<file path="src/bsc_pkg.sv">
// shared constants and types of the boundary-scan cell chain
package bsc_pkg;

   // ==========================================================
   // chain geometry
   localparam int BSC_CHAIN_LEN = 256;
   localparam int BSC_N_IN = 4;
   localparam int BSC_N_OUT = 6;
   localparam int BSC_IN_CELLS = 1;
   localparam int BSC_OUT_CELLS = 2;
   localparam int BSC_BIDI_CELLS = 3;
   // offsets inside a group, counted down from the group's top cell
   localparam int BSC_OFS_DRIVE = 0;
   localparam int BSC_OFS_OBSERVE = 1;
   localparam int BSC_OFS_CTRL_OUT = 1;
   localparam int BSC_OFS_CTRL_BIDI = 2;

   // ==========================================================
   // instruction register
   localparam int BSC_IR_W = 4;
   localparam logic [BSC_IR_W-1:0] BSC_IR_EXTEST = 4'h0;
   localparam logic [BSC_IR_W-1:0] BSC_IR_SAMPLE = 4'h1;
   localparam logic [BSC_IR_W-1:0] BSC_IR_BYPASS = 4'hF;
   localparam logic [BSC_IR_W-1:0] BSC_IR_CAPTURE = 4'h1;

   // ==========================================================
   // link timing and sampling
   localparam int BSC_SYNC_STAGES = 2;
   localparam int BSC_REF_CLK_NS = 40;
   localparam int BSC_TCK_MIN_PERIOD_NS = 320;

   // ==========================================================
   // test access port states
   typedef enum logic [15:0] {
      TAP_RESET      = 16'b0000_0000_0000_0001,
      TAP_IDLE       = 16'b0000_0000_0000_0010,
      TAP_SEL_DR     = 16'b0000_0000_0000_0100,
      TAP_CAPTURE_DR = 16'b0000_0000_0000_1000,
      TAP_SHIFT_DR   = 16'b0000_0000_0001_0000,
      TAP_EXIT1_DR   = 16'b0000_0000_0010_0000,
      TAP_PAUSE_DR   = 16'b0000_0000_0100_0000,
      TAP_EXIT2_DR   = 16'b0000_0000_1000_0000,
      TAP_UPDATE_DR  = 16'b0000_0001_0000_0000,
      TAP_SEL_IR     = 16'b0000_0010_0000_0000,
      TAP_CAPTURE_IR = 16'b0000_0100_0000_0000,
      TAP_SHIFT_IR   = 16'b0000_1000_0000_0000,
      TAP_EXIT1_IR   = 16'b0001_0000_0000_0000,
      TAP_PAUSE_IR   = 16'b0010_0000_0000_0000,
      TAP_EXIT2_IR   = 16'b0100_0000_0000_0000,
      TAP_UPDATE_IR  = 16'b1000_0000_0000_0000
   } bsc_tap_t;

endpackage : bsc_pkg

</file>
<file path="src/bsc_chain.sv">
// boundary-scan cell chain with its test access port, sampled on ref_clk
// Notes on behaviour
// - one scan chain of 256 cells over all pins and their controls
// - each input pin has one cell capturing the pin level
// - each output pin has a pair; drive cell holds value forced on pad
// - output pin control cell can switch the pad driver off
// - each bidirectional pin has three cells: drive, observe, direction
// - bidirectional drive cell holds value forced on pad in test mode
// - bidirectional observe cell captures level applied to the pad
// - bidirectional control cell sets pad direction, driven or input
`timescale 1ns/100ps

module bsc_chain
   import bsc_pkg::*;
#(
   parameter int CHAIN_LEN = BSC_CHAIN_LEN,
   parameter int N_IN = BSC_N_IN,
   parameter int N_OUT = BSC_N_OUT,
   parameter int N_BIDI = (CHAIN_LEN - N_IN * BSC_IN_CELLS - N_OUT * BSC_OUT_CELLS)
                          / BSC_BIDI_CELLS
) (
   // clock and reset
   input wire logic ref_clk,
   input wire logic nrst,
   // jtag link from the tester
   input wire logic tck,
   input wire logic tms,
   input wire logic tdi,
   output logic tdo,
   output logic tdo_oe,
   // input-only pads and their core side
   input wire logic [N_IN-1:0] in_pad_i,
   output logic [N_IN-1:0] core_in,
   // output-only pads and their core side
   input wire logic [N_OUT-1:0] core_out_d,
   input wire logic [N_OUT-1:0] core_out_en,
   output logic [N_OUT-1:0] out_pad_o,
   output logic [N_OUT-1:0] out_pad_oe,
   // bidirectional pads and their core side
   input wire logic [N_BIDI-1:0] bidi_pad_i,
   output logic [N_BIDI-1:0] bidi_pad_o,
   output logic [N_BIDI-1:0] bidi_pad_oe,
   input wire logic [N_BIDI-1:0] core_bidi_d,
   input wire logic [N_BIDI-1:0] core_bidi_en,
   output logic [N_BIDI-1:0] core_bidi_in,
   // test mode indication
   output logic test_mode
);

   // ==========================================================
   // cell positions
   function automatic int in_cell(input int i);
      in_cell = CHAIN_LEN - 1 - i * BSC_IN_CELLS;
   endfunction : in_cell

   function automatic int out_top(input int j);
      out_top = CHAIN_LEN - 1 - N_IN * BSC_IN_CELLS - j * BSC_OUT_CELLS;
   endfunction : out_top

   function automatic int bidi_top(input int k);
      bidi_top = CHAIN_LEN - 1 - N_IN * BSC_IN_CELLS - N_OUT * BSC_OUT_CELLS
                 - k * BSC_BIDI_CELLS;
   endfunction : bidi_top

   // ==========================================================
   // tap next state
   function automatic bsc_tap_t tap_next(input bsc_tap_t st, input logic m);
      case (st)
         TAP_RESET:      tap_next = m ? TAP_RESET : TAP_IDLE;
         TAP_IDLE:       tap_next = m ? TAP_SEL_DR : TAP_IDLE;
         TAP_SEL_DR:     tap_next = m ? TAP_SEL_IR : TAP_CAPTURE_DR;
         TAP_CAPTURE_DR: tap_next = m ? TAP_EXIT1_DR : TAP_SHIFT_DR;
         TAP_SHIFT_DR:   tap_next = m ? TAP_EXIT1_DR : TAP_SHIFT_DR;
         TAP_EXIT1_DR:   tap_next = m ? TAP_UPDATE_DR : TAP_PAUSE_DR;
         TAP_PAUSE_DR:   tap_next = m ? TAP_EXIT2_DR : TAP_PAUSE_DR;
         TAP_EXIT2_DR:   tap_next = m ? TAP_UPDATE_DR : TAP_SHIFT_DR;
         TAP_UPDATE_DR:  tap_next = m ? TAP_SEL_DR : TAP_IDLE;
         TAP_SEL_IR:     tap_next = m ? TAP_RESET : TAP_CAPTURE_IR;
         TAP_CAPTURE_IR: tap_next = m ? TAP_EXIT1_IR : TAP_SHIFT_IR;
         TAP_SHIFT_IR:   tap_next = m ? TAP_EXIT1_IR : TAP_SHIFT_IR;
         TAP_EXIT1_IR:   tap_next = m ? TAP_UPDATE_IR : TAP_PAUSE_IR;
         TAP_PAUSE_IR:   tap_next = m ? TAP_EXIT2_IR : TAP_PAUSE_IR;
         TAP_EXIT2_IR:   tap_next = m ? TAP_UPDATE_IR : TAP_SHIFT_IR;
         TAP_UPDATE_IR:  tap_next = m ? TAP_SEL_DR : TAP_IDLE;
         default:        tap_next = TAP_RESET;
      endcase
   endfunction : tap_next

   // ==========================================================
   // synchronised link and pad inputs
   logic [2:0] link_s;
   logic tck_s;
   logic tms_s;
   logic tdi_s;
   logic [N_BIDI-1:0] bidi_s;

   bsc_sync #(.W(3)) u_link_sync (
      .ref_clk(ref_clk),
      .nrst(nrst),
      .d({tck, tms, tdi}),
      .q(link_s)
   );

   bsc_sync #(.W(N_IN)) u_in_sync (
      .ref_clk(ref_clk),
      .nrst(nrst),
      .d(in_pad_i),
      .q(core_in)
   );

   bsc_sync #(.W(N_BIDI)) u_bidi_sync (
      .ref_clk(ref_clk),
      .nrst(nrst),
      .d(bidi_pad_i),
      .q(bidi_s)
   );

   assign tck_s = link_s[2];
   assign tms_s = link_s[1];
   assign tdi_s = link_s[0];
   assign core_bidi_in = bidi_s;

   // ==========================================================
   // state
   typedef struct packed {
      bsc_tap_t tap;
      logic [BSC_IR_W-1:0] ir_sh;
      logic [BSC_IR_W-1:0] ir;
      logic [CHAIN_LEN-1:0] chain;
      logic [CHAIN_LEN-1:0] upd;
      logic byp;
      logic tdo;
      logic tdo_oe;
      logic tck_dly;
      logic [N_OUT-1:0] out_o;
      logic [N_OUT-1:0] out_oe;
      logic [N_BIDI-1:0] bidi_o;
      logic [N_BIDI-1:0] bidi_oe;
   } bsc_state_t;

   bsc_state_t s_q;
   bsc_state_t s_d;
   logic tck_rise;
   logic tck_fall;
   logic extest;
   logic chain_sel;

   assign tck_rise = tck_s & ~s_q.tck_dly;
   assign tck_fall = ~tck_s & s_q.tck_dly;
   assign extest = (s_q.ir == BSC_IR_EXTEST);
   assign chain_sel = extest | (s_q.ir == BSC_IR_SAMPLE);

   // ==========================================================
   // next state
   always_comb begin
      s_d = s_q;
      s_d.tck_dly = tck_s;
      if (tck_rise) begin
         s_d.tap = tap_next(s_q.tap, tms_s);
         case (s_q.tap)
            TAP_CAPTURE_DR: begin
               s_d.byp = 1'b0;
               for (int i = 0; i < N_IN; i++) begin
                  s_d.chain[in_cell(i)] = core_in[i];
               end
               for (int j = 0; j < N_OUT; j++) begin
                  s_d.chain[out_top(j) - BSC_OFS_DRIVE] = core_out_d[j];
                  s_d.chain[out_top(j) - BSC_OFS_CTRL_OUT] = core_out_en[j];
               end
               for (int k = 0; k < N_BIDI; k++) begin
                  s_d.chain[bidi_top(k) - BSC_OFS_DRIVE] = core_bidi_d[k];
                  s_d.chain[bidi_top(k) - BSC_OFS_OBSERVE] = bidi_s[k];
                  s_d.chain[bidi_top(k) - BSC_OFS_CTRL_BIDI] = core_bidi_en[k];
               end
            end
            TAP_SHIFT_DR: begin
               if (chain_sel) begin
                  s_d.chain = {tdi_s, s_q.chain[CHAIN_LEN-1:1]};
               end else begin
                  s_d.byp = tdi_s;
               end
            end
            TAP_CAPTURE_IR: begin
               s_d.ir_sh = BSC_IR_CAPTURE;
            end
            TAP_SHIFT_IR: begin
               s_d.ir_sh = {tdi_s, s_q.ir_sh[BSC_IR_W-1:1]};
            end
            default: begin
            end
         endcase
      end
      if (tck_fall) begin
         s_d.tdo_oe = 1'b0;
         case (s_q.tap)
            TAP_SHIFT_DR: begin
               s_d.tdo = chain_sel ? s_q.chain[0] : s_q.byp;
               s_d.tdo_oe = 1'b1;
            end
            TAP_SHIFT_IR: begin
               s_d.tdo = s_q.ir_sh[0];
               s_d.tdo_oe = 1'b1;
            end
            TAP_UPDATE_DR: begin
               if (chain_sel) begin
                  s_d.upd = s_q.chain;
               end
            end
            TAP_UPDATE_IR: begin
               s_d.ir = s_q.ir_sh;
            end
            TAP_RESET: begin
               s_d.ir = BSC_IR_BYPASS;
            end
            default: begin
            end
         endcase
      end
      // pads follow the update cells only in test mode
      for (int j = 0; j < N_OUT; j++) begin
         s_d.out_o[j] = extest ? s_q.upd[out_top(j) - BSC_OFS_DRIVE] : core_out_d[j];
         s_d.out_oe[j] = extest ? s_q.upd[out_top(j) - BSC_OFS_CTRL_OUT]
                                : core_out_en[j];
      end
      for (int k = 0; k < N_BIDI; k++) begin
         s_d.bidi_o[k] = extest ? s_q.upd[bidi_top(k) - BSC_OFS_DRIVE] : core_bidi_d[k];
         s_d.bidi_oe[k] = extest ? s_q.upd[bidi_top(k) - BSC_OFS_CTRL_BIDI]
                                 : core_bidi_en[k];
      end
   end

   always_ff @(posedge ref_clk) begin
      if (!nrst) begin
         s_q <= '0;
         s_q.tap <= TAP_RESET;
         s_q.ir <= BSC_IR_BYPASS;
      end else begin
         s_q <= s_d;
      end
   end

   // ==========================================================
   // outputs
   assign tdo = s_q.tdo;
   assign tdo_oe = s_q.tdo_oe;
   assign out_pad_o = s_q.out_o;
   assign out_pad_oe = s_q.out_oe;
   assign bidi_pad_o = s_q.bidi_o;
   assign bidi_pad_oe = s_q.bidi_oe;
   assign test_mode = extest;

endmodule : bsc_chain

</file>
<file path="src/bsc_sync.sv">
// two-flop synchroniser for a group of asynchronous inputs
`timescale 1ns/100ps

module bsc_sync
   import bsc_pkg::*;
#(
   parameter int W = 1
) (
   // clock and reset
   input wire logic ref_clk,
   input wire logic nrst,
   // asynchronous input and synchronised output
   input wire logic [W-1:0] d,
   output logic [W-1:0] q
);

   typedef struct packed {
      logic [W-1:0] meta;
      logic [W-1:0] stable;
   } bsc_sync_state_t;

   bsc_sync_state_t s_q;
   bsc_sync_state_t s_d;

   always_comb begin
      s_d = s_q;
      s_d.meta = d;
      s_d.stable = s_q.meta;
   end

   always_ff @(posedge ref_clk) begin
      if (!nrst) begin
         s_q <= '0;
      end else begin
         s_q <= s_d;
      end
   end

   assign q = s_q.stable;

endmodule : bsc_sync

</file>
<file path="config.mk">
export PLATFORM = sky130hd
export DESIGN_NAME = bsc_chain
export DESIGN_NICKNAME = d
export VERILOG_FILES = /design/src/bsc_pkg.sv /design/src/bsc_chain.sv /design/src/bsc_sync.sv
export SDC_FILE = /design/constraint.sdc
export NUM_CORES = 2
export LEC_CHECK = 0
export BUFFER_PORTS_ARGS = -buffer_cell sky130_fd_sc_hd__buf_2
export CAP_MARGIN = 5
export CORE_ASPECT_RATIO = 1.4
export CORE_MARGIN = 4
export CORE_UTILIZATION = 30
export CTS_BUF_LIST = sky130_fd_sc_hd__clkbuf_4
export DETAILED_ROUTE_END_ITERATION = 7
export GPL_ROUTABILITY_DRIVEN = 0
export GPL_TIMING_DRIVEN = 0
export HOLD_SLACK_MARGIN = 0.12
export SYNTH_ARGS = -nofsm -noshare
export SYNTH_HDL_FRONTEND = slang
export SYNTH_HIERARCHICAL = 1
export SYNTH_SLANG_ARGS = --single-unit
</file>
<file path="constraint.sdc">
create_clock -name ref_clk -period 2.7 [get_ports ref_clk]
set_input_delay 0.81 -clock ref_clk [delete_from_list [all_inputs] [get_ports ref_clk]]
set_output_delay 0.81 -clock ref_clk [all_outputs]
set_load 0.005 [all_outputs]
</file>
Word-level counts from Yosys, hierarchy flattened
Cells that the tools add are included.

storage, ports and cells
  bits in registers = 882
  input port bits = 261
  output and inout bits = 259
  word-level logic and storage cells = 250

operators by class
  equality and inequality tests = 19
  mux-type cells = 193
  bitwise gates (word level) = 5
  reduce and logical (&&, ||, !) cells = 14

operators by type and width
  operator                                                           count
  256-bit case mux with 2 select lines                               1
  256-bit two-way mux                                                1
  16-bit case mux with 12 select lines                               1
  1-bit two-way mux                                                  174
  16-bit two-way mux                                                 2
  9-bit two-way mux                                                  2
  16-bit by 1-bit == test with 1-bit output, second input constant   1
  16-bit by 10-bit == test with 1-bit output, second input constant  1
  16-bit by 11-bit == test with 1-bit output, second input constant  1
  16-bit by 12-bit == test with 1-bit output, second input constant  1
  16-bit by 13-bit == test with 1-bit output, second input constant  1
  16-bit by 14-bit == test with 1-bit output, second input constant  1
  16-bit by 15-bit == test with 1-bit output, second input constant  1
  16-bit == test, second input constant                              1
  16-bit by 2-bit == test with 1-bit output, second input constant   1
  16-bit by 3-bit == test with 1-bit output, second input constant   1
  16-bit by 4-bit == test with 1-bit output, second input constant   1
  16-bit by 5-bit == test with 1-bit output, second input constant   1
  16-bit by 6-bit == test with 1-bit output, second input constant   1
  16-bit by 7-bit == test with 1-bit output, second input constant   1
  16-bit by 8-bit == test with 1-bit output, second input constant   1
  16-bit by 9-bit == test with 1-bit output, second input constant   1
  4-bit case mux with 2 select lines                                 2
  15-bit two-way mux                                                 1
  other kinds (20)                                                   31

Longest topological paths before layout
  word-level depth = 4
  gate-level depth with buffers = 9
  mapped depth without buffers = 5

Cells and area by module
Netlist, hierarchy kept.

modules (own cells, without submodules)
  module                   instances  cells each  area an instance (µm²)  sequential area each (µm²)
  bsc_chain                1          3299        26934.6                 12572.1
  bsc_sync at u_bidi_sync  1          337         4357.9                  3203.1
  bsc_sync at u_in_sync    1          16          210.2                   160.2
  bsc_sync at u_link_sync  1          12          157.7                   120.1

Worst setup path after synthesis
Ideal clock, no wire load.

  kind = reg2reg
  start = register s_q[708] (netlist bit)
  end = register s_q[280] (netlist bit)
  library setup time = 0.122 ns
  arrival = 2.267 ns
  required time = 2.578 ns
  slack = 0.311 ns
  stages on the path, launching flop included = 10
  buffers on the path = 4
  clock period less this slack = 2.389 ns
  path through = dfxtp_1 clkbuf_1 nor4_2 nand3_1 or3_1 clkbuf_1 clkbuf_1 clkbuf_1 nand2_1 a21boi_0

between the ends
  longest elaborated chain between the ends = 2

RTL lines
  what                                       RTL line          text
  start, declared                            bsc_chain.sv:141  bsc_state_t s_q;
  16-bit by 9-bit == test with 1-bit output  bsc_chain.sv:195  case (s_q.tap)
  3-bit AND reduction (no line)              --

No other way between the ends.
A chain may end at the register's enable or synchronous reset.

Worst setup path after layout
  start = register s_q[689] (netlist bit)
  end = output test_mode

between the ends
  longest elaborated chain between the ends = 1

RTL lines
  what             RTL line          text
  4-bit zero test  bsc_chain.sv:150  assign extest = (s_q.ir == BSC_IR_EXTEST);
  end, declared    bsc_chain.sv:47   output logic test_mode

No other way between the ends.

==> impl_summary.md <==
Run status
The flow ran to the end, but the final reports show violations. The final reports fail on setup timing.

Min path
The worst hold path stage count is 2. The startpoint identified for the worst hold timing path is nrst. The path class of the tightest hold or removal check is in2reg. The end point of the worst hold path is u_in_sync/s_d[3].

Clocking
The number of buffers added by the clock tree synthesis step is 200. The number of clock sinks is approximately 800. The clock passes through at most 3 buffers. The clock latency of the later-clocked register in the worst-skew pair is between 1000 and 1500 ps. The clock tree synthesis step divided the H-tree into 4 levels.

The clock tree from TritonCTS is yes. The cell chosen for the clock root is sky130_fd_sc_hd__clkbuf_4. The register clock-pin slew on the reported worst setup and hold paths is ~70 ps.

Cells and area
The finished cells cover slightly above 0.04 sq mm. Counting the fill cells in the layout gives 10700. Of the cells placed in the final design, the portion with a size suffix greater than 1 is 0.243.

The synthesis-to-layout area growth is 31.1%. The final layout net count is roughly 5000. The non-filler instance count after layout is about 6200.

Job
The tool flagged a number of max-cap violations equal to 0.

Place
The cell area after placement is about 0.036 sq mm. The number of cells in the design after placement is 5533. The detailed-placement wirelength estimate is between 80000 and 90000 um.

Prior to clock tree synthesis, the placed netlist has a worst setup slack of -1670 ps. Input and output buffers added on the ports amount to between 500 and 600.

STA
Of the available clock period, the critical path in the final layout requires 1.04. The worst clock skew on the final layout is around 98 ps. The total count of max-transition violations in the final report is 0. The number of hold-slack violations in the final timing report is 0. The final critical delay including setup and external delays is 2800 ps. In the post-route analysis, the smallest setup slack over all paths is -98.2 ps. The final setup violation count is 1. For the pin with the worst max-slew slack, the measured transition is just over 1000 ps. Across all hold checks on the routed design, the worst slack comes to ~300 ps. Derived from the worst setup path, the maximum achievable clock frequency is approximately 0.36 GHz. In this run the tightest slew margin relative to its limit is 0.307. Setup repair after global routing could not meet its margin everywhere.

Global route
The number of antenna violations at the first check in global routing is 22. The via count of the first global-routing pass is ~29000. After global routing the overflow that remains totals 0. The aggregate global-route resource usage is 0.203. The maximum number of pins on one net before global-route repair is 23. The first global-routing pass estimated roughly 170000 um of wire.

Logic synthesis
After synthesis, the most frequently instantiated cells are 1221 x sky130_fd_sc_hd__nand2_1, 802 x sky130_fd_sc_hd__dfxtp_1, 359 x sky130_fd_sc_hd__a21boi_0. The count of flip-flops with a built-in enable after synthesis is 0. Sorting the synthesized cells by area gives the leading types as sky130_fd_sc_hd__dfxtp_1 51%, sky130_fd_sc_hd__nand2_1 14%, sky130_fd_sc_hd__a21boi_0 8.5%.

The library cell with the largest summed area after synthesis is sky130_fd_sc_hd__dfxtp_1. The leading cell type by number of instances after synthesis is sky130_fd_sc_hd__nand2_1. For this run, asynchronously set or reset flops after synthesis account for 0. The post-synthesis area per instance is between 8 and 9 sq um. The fraction of the yosys area taken by sequential cells is 0.507. The most used flip-flop cell after synthesis is sky130_fd_sc_hd__dfxtp_1. The flop and latch count out of synthesis is between 800 and 900. The Yosys warning count is 6. Synthesis produced a netlist with a net count of 3925. The cell count after synthesis came out at around 3700.

The count of different cell masters after synthesis is 40. Of the post-synthesis cell area, the dominant cell type holds 0.507. After synthesis the cells add up to approximately 0.032 sq mm.

Pwr
For this design the ratio of total power to cell area is ~580 mW/mm^2. Summed over all cells, the static leakage comes to roughly 20 nW. The power after layout is roughly 0.024 W.

The worst-case IR drop observed on VDD is around 0.34 mV.

Route
The routed layout has approximately 29000 vias. The DRC marker count from the first detailed-route iteration is around 1700. The DRC violations left is 0. The number of search-and-repair iterations in the first detailed-routing pass is 8. The wire length after detailed routing is ~120000 um. In the final routed layout, each cell accounts on average for approximately 19 um.

The number of vias per cell after detailed routing is 4.71. Once detail routing completed, the nets flagged for antenna violations numbered 0.

Floorplan
The number of placed I/O pins is 520. The count of standard-cell rows is 140. Measured along the x axis, the die boundary spans around 280 um.

The die footprint is around 0.11 sq mm. The die boundary height is between 300 and 400 um. The placeable core area is between 0.1 and 0.15 sq mm. For this configuration, the core starts out at a cell density of 0.303.

Setup path
For the worst setup path, the data required time is 1890 ps. STA classifies the critical path startpoint as a flip-flop. Walking the worst path, the cells encountered are nor3_4 > nand2_2 > inv_2 > clkbuf_16 > buf_6.

The endpoint arrival time on the critical path is 1990 ps. The slowest stage of the critical path belongs to the cell sky130_fd_sc_hd__dfxtp_2. The worst register-to-register path has a depth of 9.

The number of buffer and inverter stages on the critical path is 3. The worst setup path is of the reg2out kind. Across all register-to-register paths, the minimum setup slack is between 100 and 150 ps.

The endpoint identified for the worst register-to-register timing path is s_q[639]. The kind of cell adding the most delay to the critical path is flip-flops. The top fanout value on the critical path is 3. The endpoint kind of the worst setup timing path is an output pin. The startpoint of the worst register-to-register path is s_q[696]. The worst stage delay on the critical path is ~340 ps.
sequential cells by signal, summed over array words and instances (netlist names):
signal	cells
bidi_pad_o	80
bidi_pad_oe	80
out_pad_o	6
out_pad_oe	6
s_q	454
tdo	1
tdo_oe	1
u_bidi_sync/q	80
u_bidi_sync/s_d	80
u_in_sync/q	4
u_in_sync/s_d	4
u_link_sync/q	3
u_link_sync/s_d	3
layer usage:
metal | share of wire | vias to the layer above | global-route usage | wire length (um)
li1 | - | 14100 | - | -
met1 | 0.40 | 13600 | 0.233 | 46800
met2 | 0.48 | 1052 | 0.347 | 55700
met3 | 0.068 | 286 | 0.0524 | 7890
met4 | 0.046 | 10 | 0.108 | 5370
met5 | 0.00044 | - | 0 | 51
layout make-up:
class,instances,area (sq um),share of cell area
Antenna cell,11,27.5,0.000663
Buffer,445,2620,0.0631
Multi-Input combinational cell,2393,13100,0.317
Clock inverter,65,373,0.00898
Sequential cell,802,16100,0.388
Tap cell,1349,1690,0.0407
Timing Repair Buffer,798,5390,0.130
Clock buffer,287,2150,0.0519
Inverter,7,26.3,0.000633
power breakdown:
part	switching, W	leakage, nW	total [W]	internal, W
registers	0.000120	6.55	0.0122	0.0121
logic	0.000796	12.4	0.00171	0.000912
clock network	0.00513	1.49	0.0103	0.00518
worst register-to-register path, delay by kind of cell, from the launching register on:
kind	cells	cell delay (ps)
flops	1	370
simple gates	2	710
compound gates	2	370
buf+inv	5	1010
how the worst max path moves through the flow:
stage,start,end,slack [ps],cells past startpoint
2_1_floorplan,s_q[708],s_q[280],310,9
3_3_place_gp,nrst,bidi_pad_oe[75],-1870,5
3_5_place_dp,nrst,bidi_pad_oe[56],-1670,5
4_1_cts,s_q[690],test_mode,-370,6
5_1_grt,s_q[689],test_mode,-270,5
6_report,s_q[689],test_mode,-100,5
stage by stage:
stage                     setup TNS (ps)  utilization
after floorplan                        0            -
after global placement           -728600        0.344
after detailed placement         -696930        0.344
after CTS                           -374        0.397
after global routing                -267        0.397
final                              -98.2        0.398
cell usage in the layout, fill, tap and decap left out, types with 3 or more instances in the layout:
cell,n
sky130_fd_sc_hd__a21boi_0,359
sky130_fd_sc_hd__a21oi_1,5
sky130_fd_sc_hd__a31oi_1,4
sky130_fd_sc_hd__and2_1,177
sky130_fd_sc_hd__buf_1,6
sky130_fd_sc_hd__buf_2,542
sky130_fd_sc_hd__buf_4,196
sky130_fd_sc_hd__buf_6,17
sky130_fd_sc_hd__bufinv_16,3
sky130_fd_sc_hd__clkbuf_1,163
sky130_fd_sc_hd__clkbuf_2,39
sky130_fd_sc_hd__clkbuf_4,302
sky130_fd_sc_hd__clkinv_1,43
sky130_fd_sc_hd__clkinv_2,8
sky130_fd_sc_hd__clkinvlp_4,4
sky130_fd_sc_hd__dfxtp_1,777
sky130_fd_sc_hd__dfxtp_2,25
sky130_fd_sc_hd__diode_2,11
sky130_fd_sc_hd__dlygate4sd3_1,259
sky130_fd_sc_hd__inv_1,6
sky130_fd_sc_hd__inv_2,3
sky130_fd_sc_hd__inv_6,4
sky130_fd_sc_hd__nand2_1,1220
sky130_fd_sc_hd__nand2b_1,7
sky130_fd_sc_hd__nand3_1,266
sky130_fd_sc_hd__nand3b_1,3
sky130_fd_sc_hd__nand4_1,6
sky130_fd_sc_hd__nor2_1,10
sky130_fd_sc_hd__nor2b_1,8
sky130_fd_sc_hd__nor3_1,13
sky130_fd_sc_hd__nor4_1,9
sky130_fd_sc_hd__nor4_4,4
sky130_fd_sc_hd__o211a_1,257
sky130_fd_sc_hd__o21ai_0,9
sky130_fd_sc_hd__or4_1,4
sky130_fd_sc_hd__or4b_2,4
sky130_fd_sc_hd__xnor2_1,4
kinds of logic after synthesis:
kind of cell           synth area share
AND/OR/NAND/NOR                   0.239
flip-flops                        0.507
AO/OA/AOI/OAI                     0.173
buffers and inverters            0.0803
XOR/XNOR                        0.00138
timing repair:
action / in CTS / in global routing
gates resized for setup: 102 / 56
endpoints found under the setup margin: 616 / 350
endpoints found under the hold margin: 431 / 0
buffers inserted: 16 / 3
pin swaps: 10 / 4
hold buffers: 259 / 0
No activity file was read; power rests on OpenSTA's default activity.
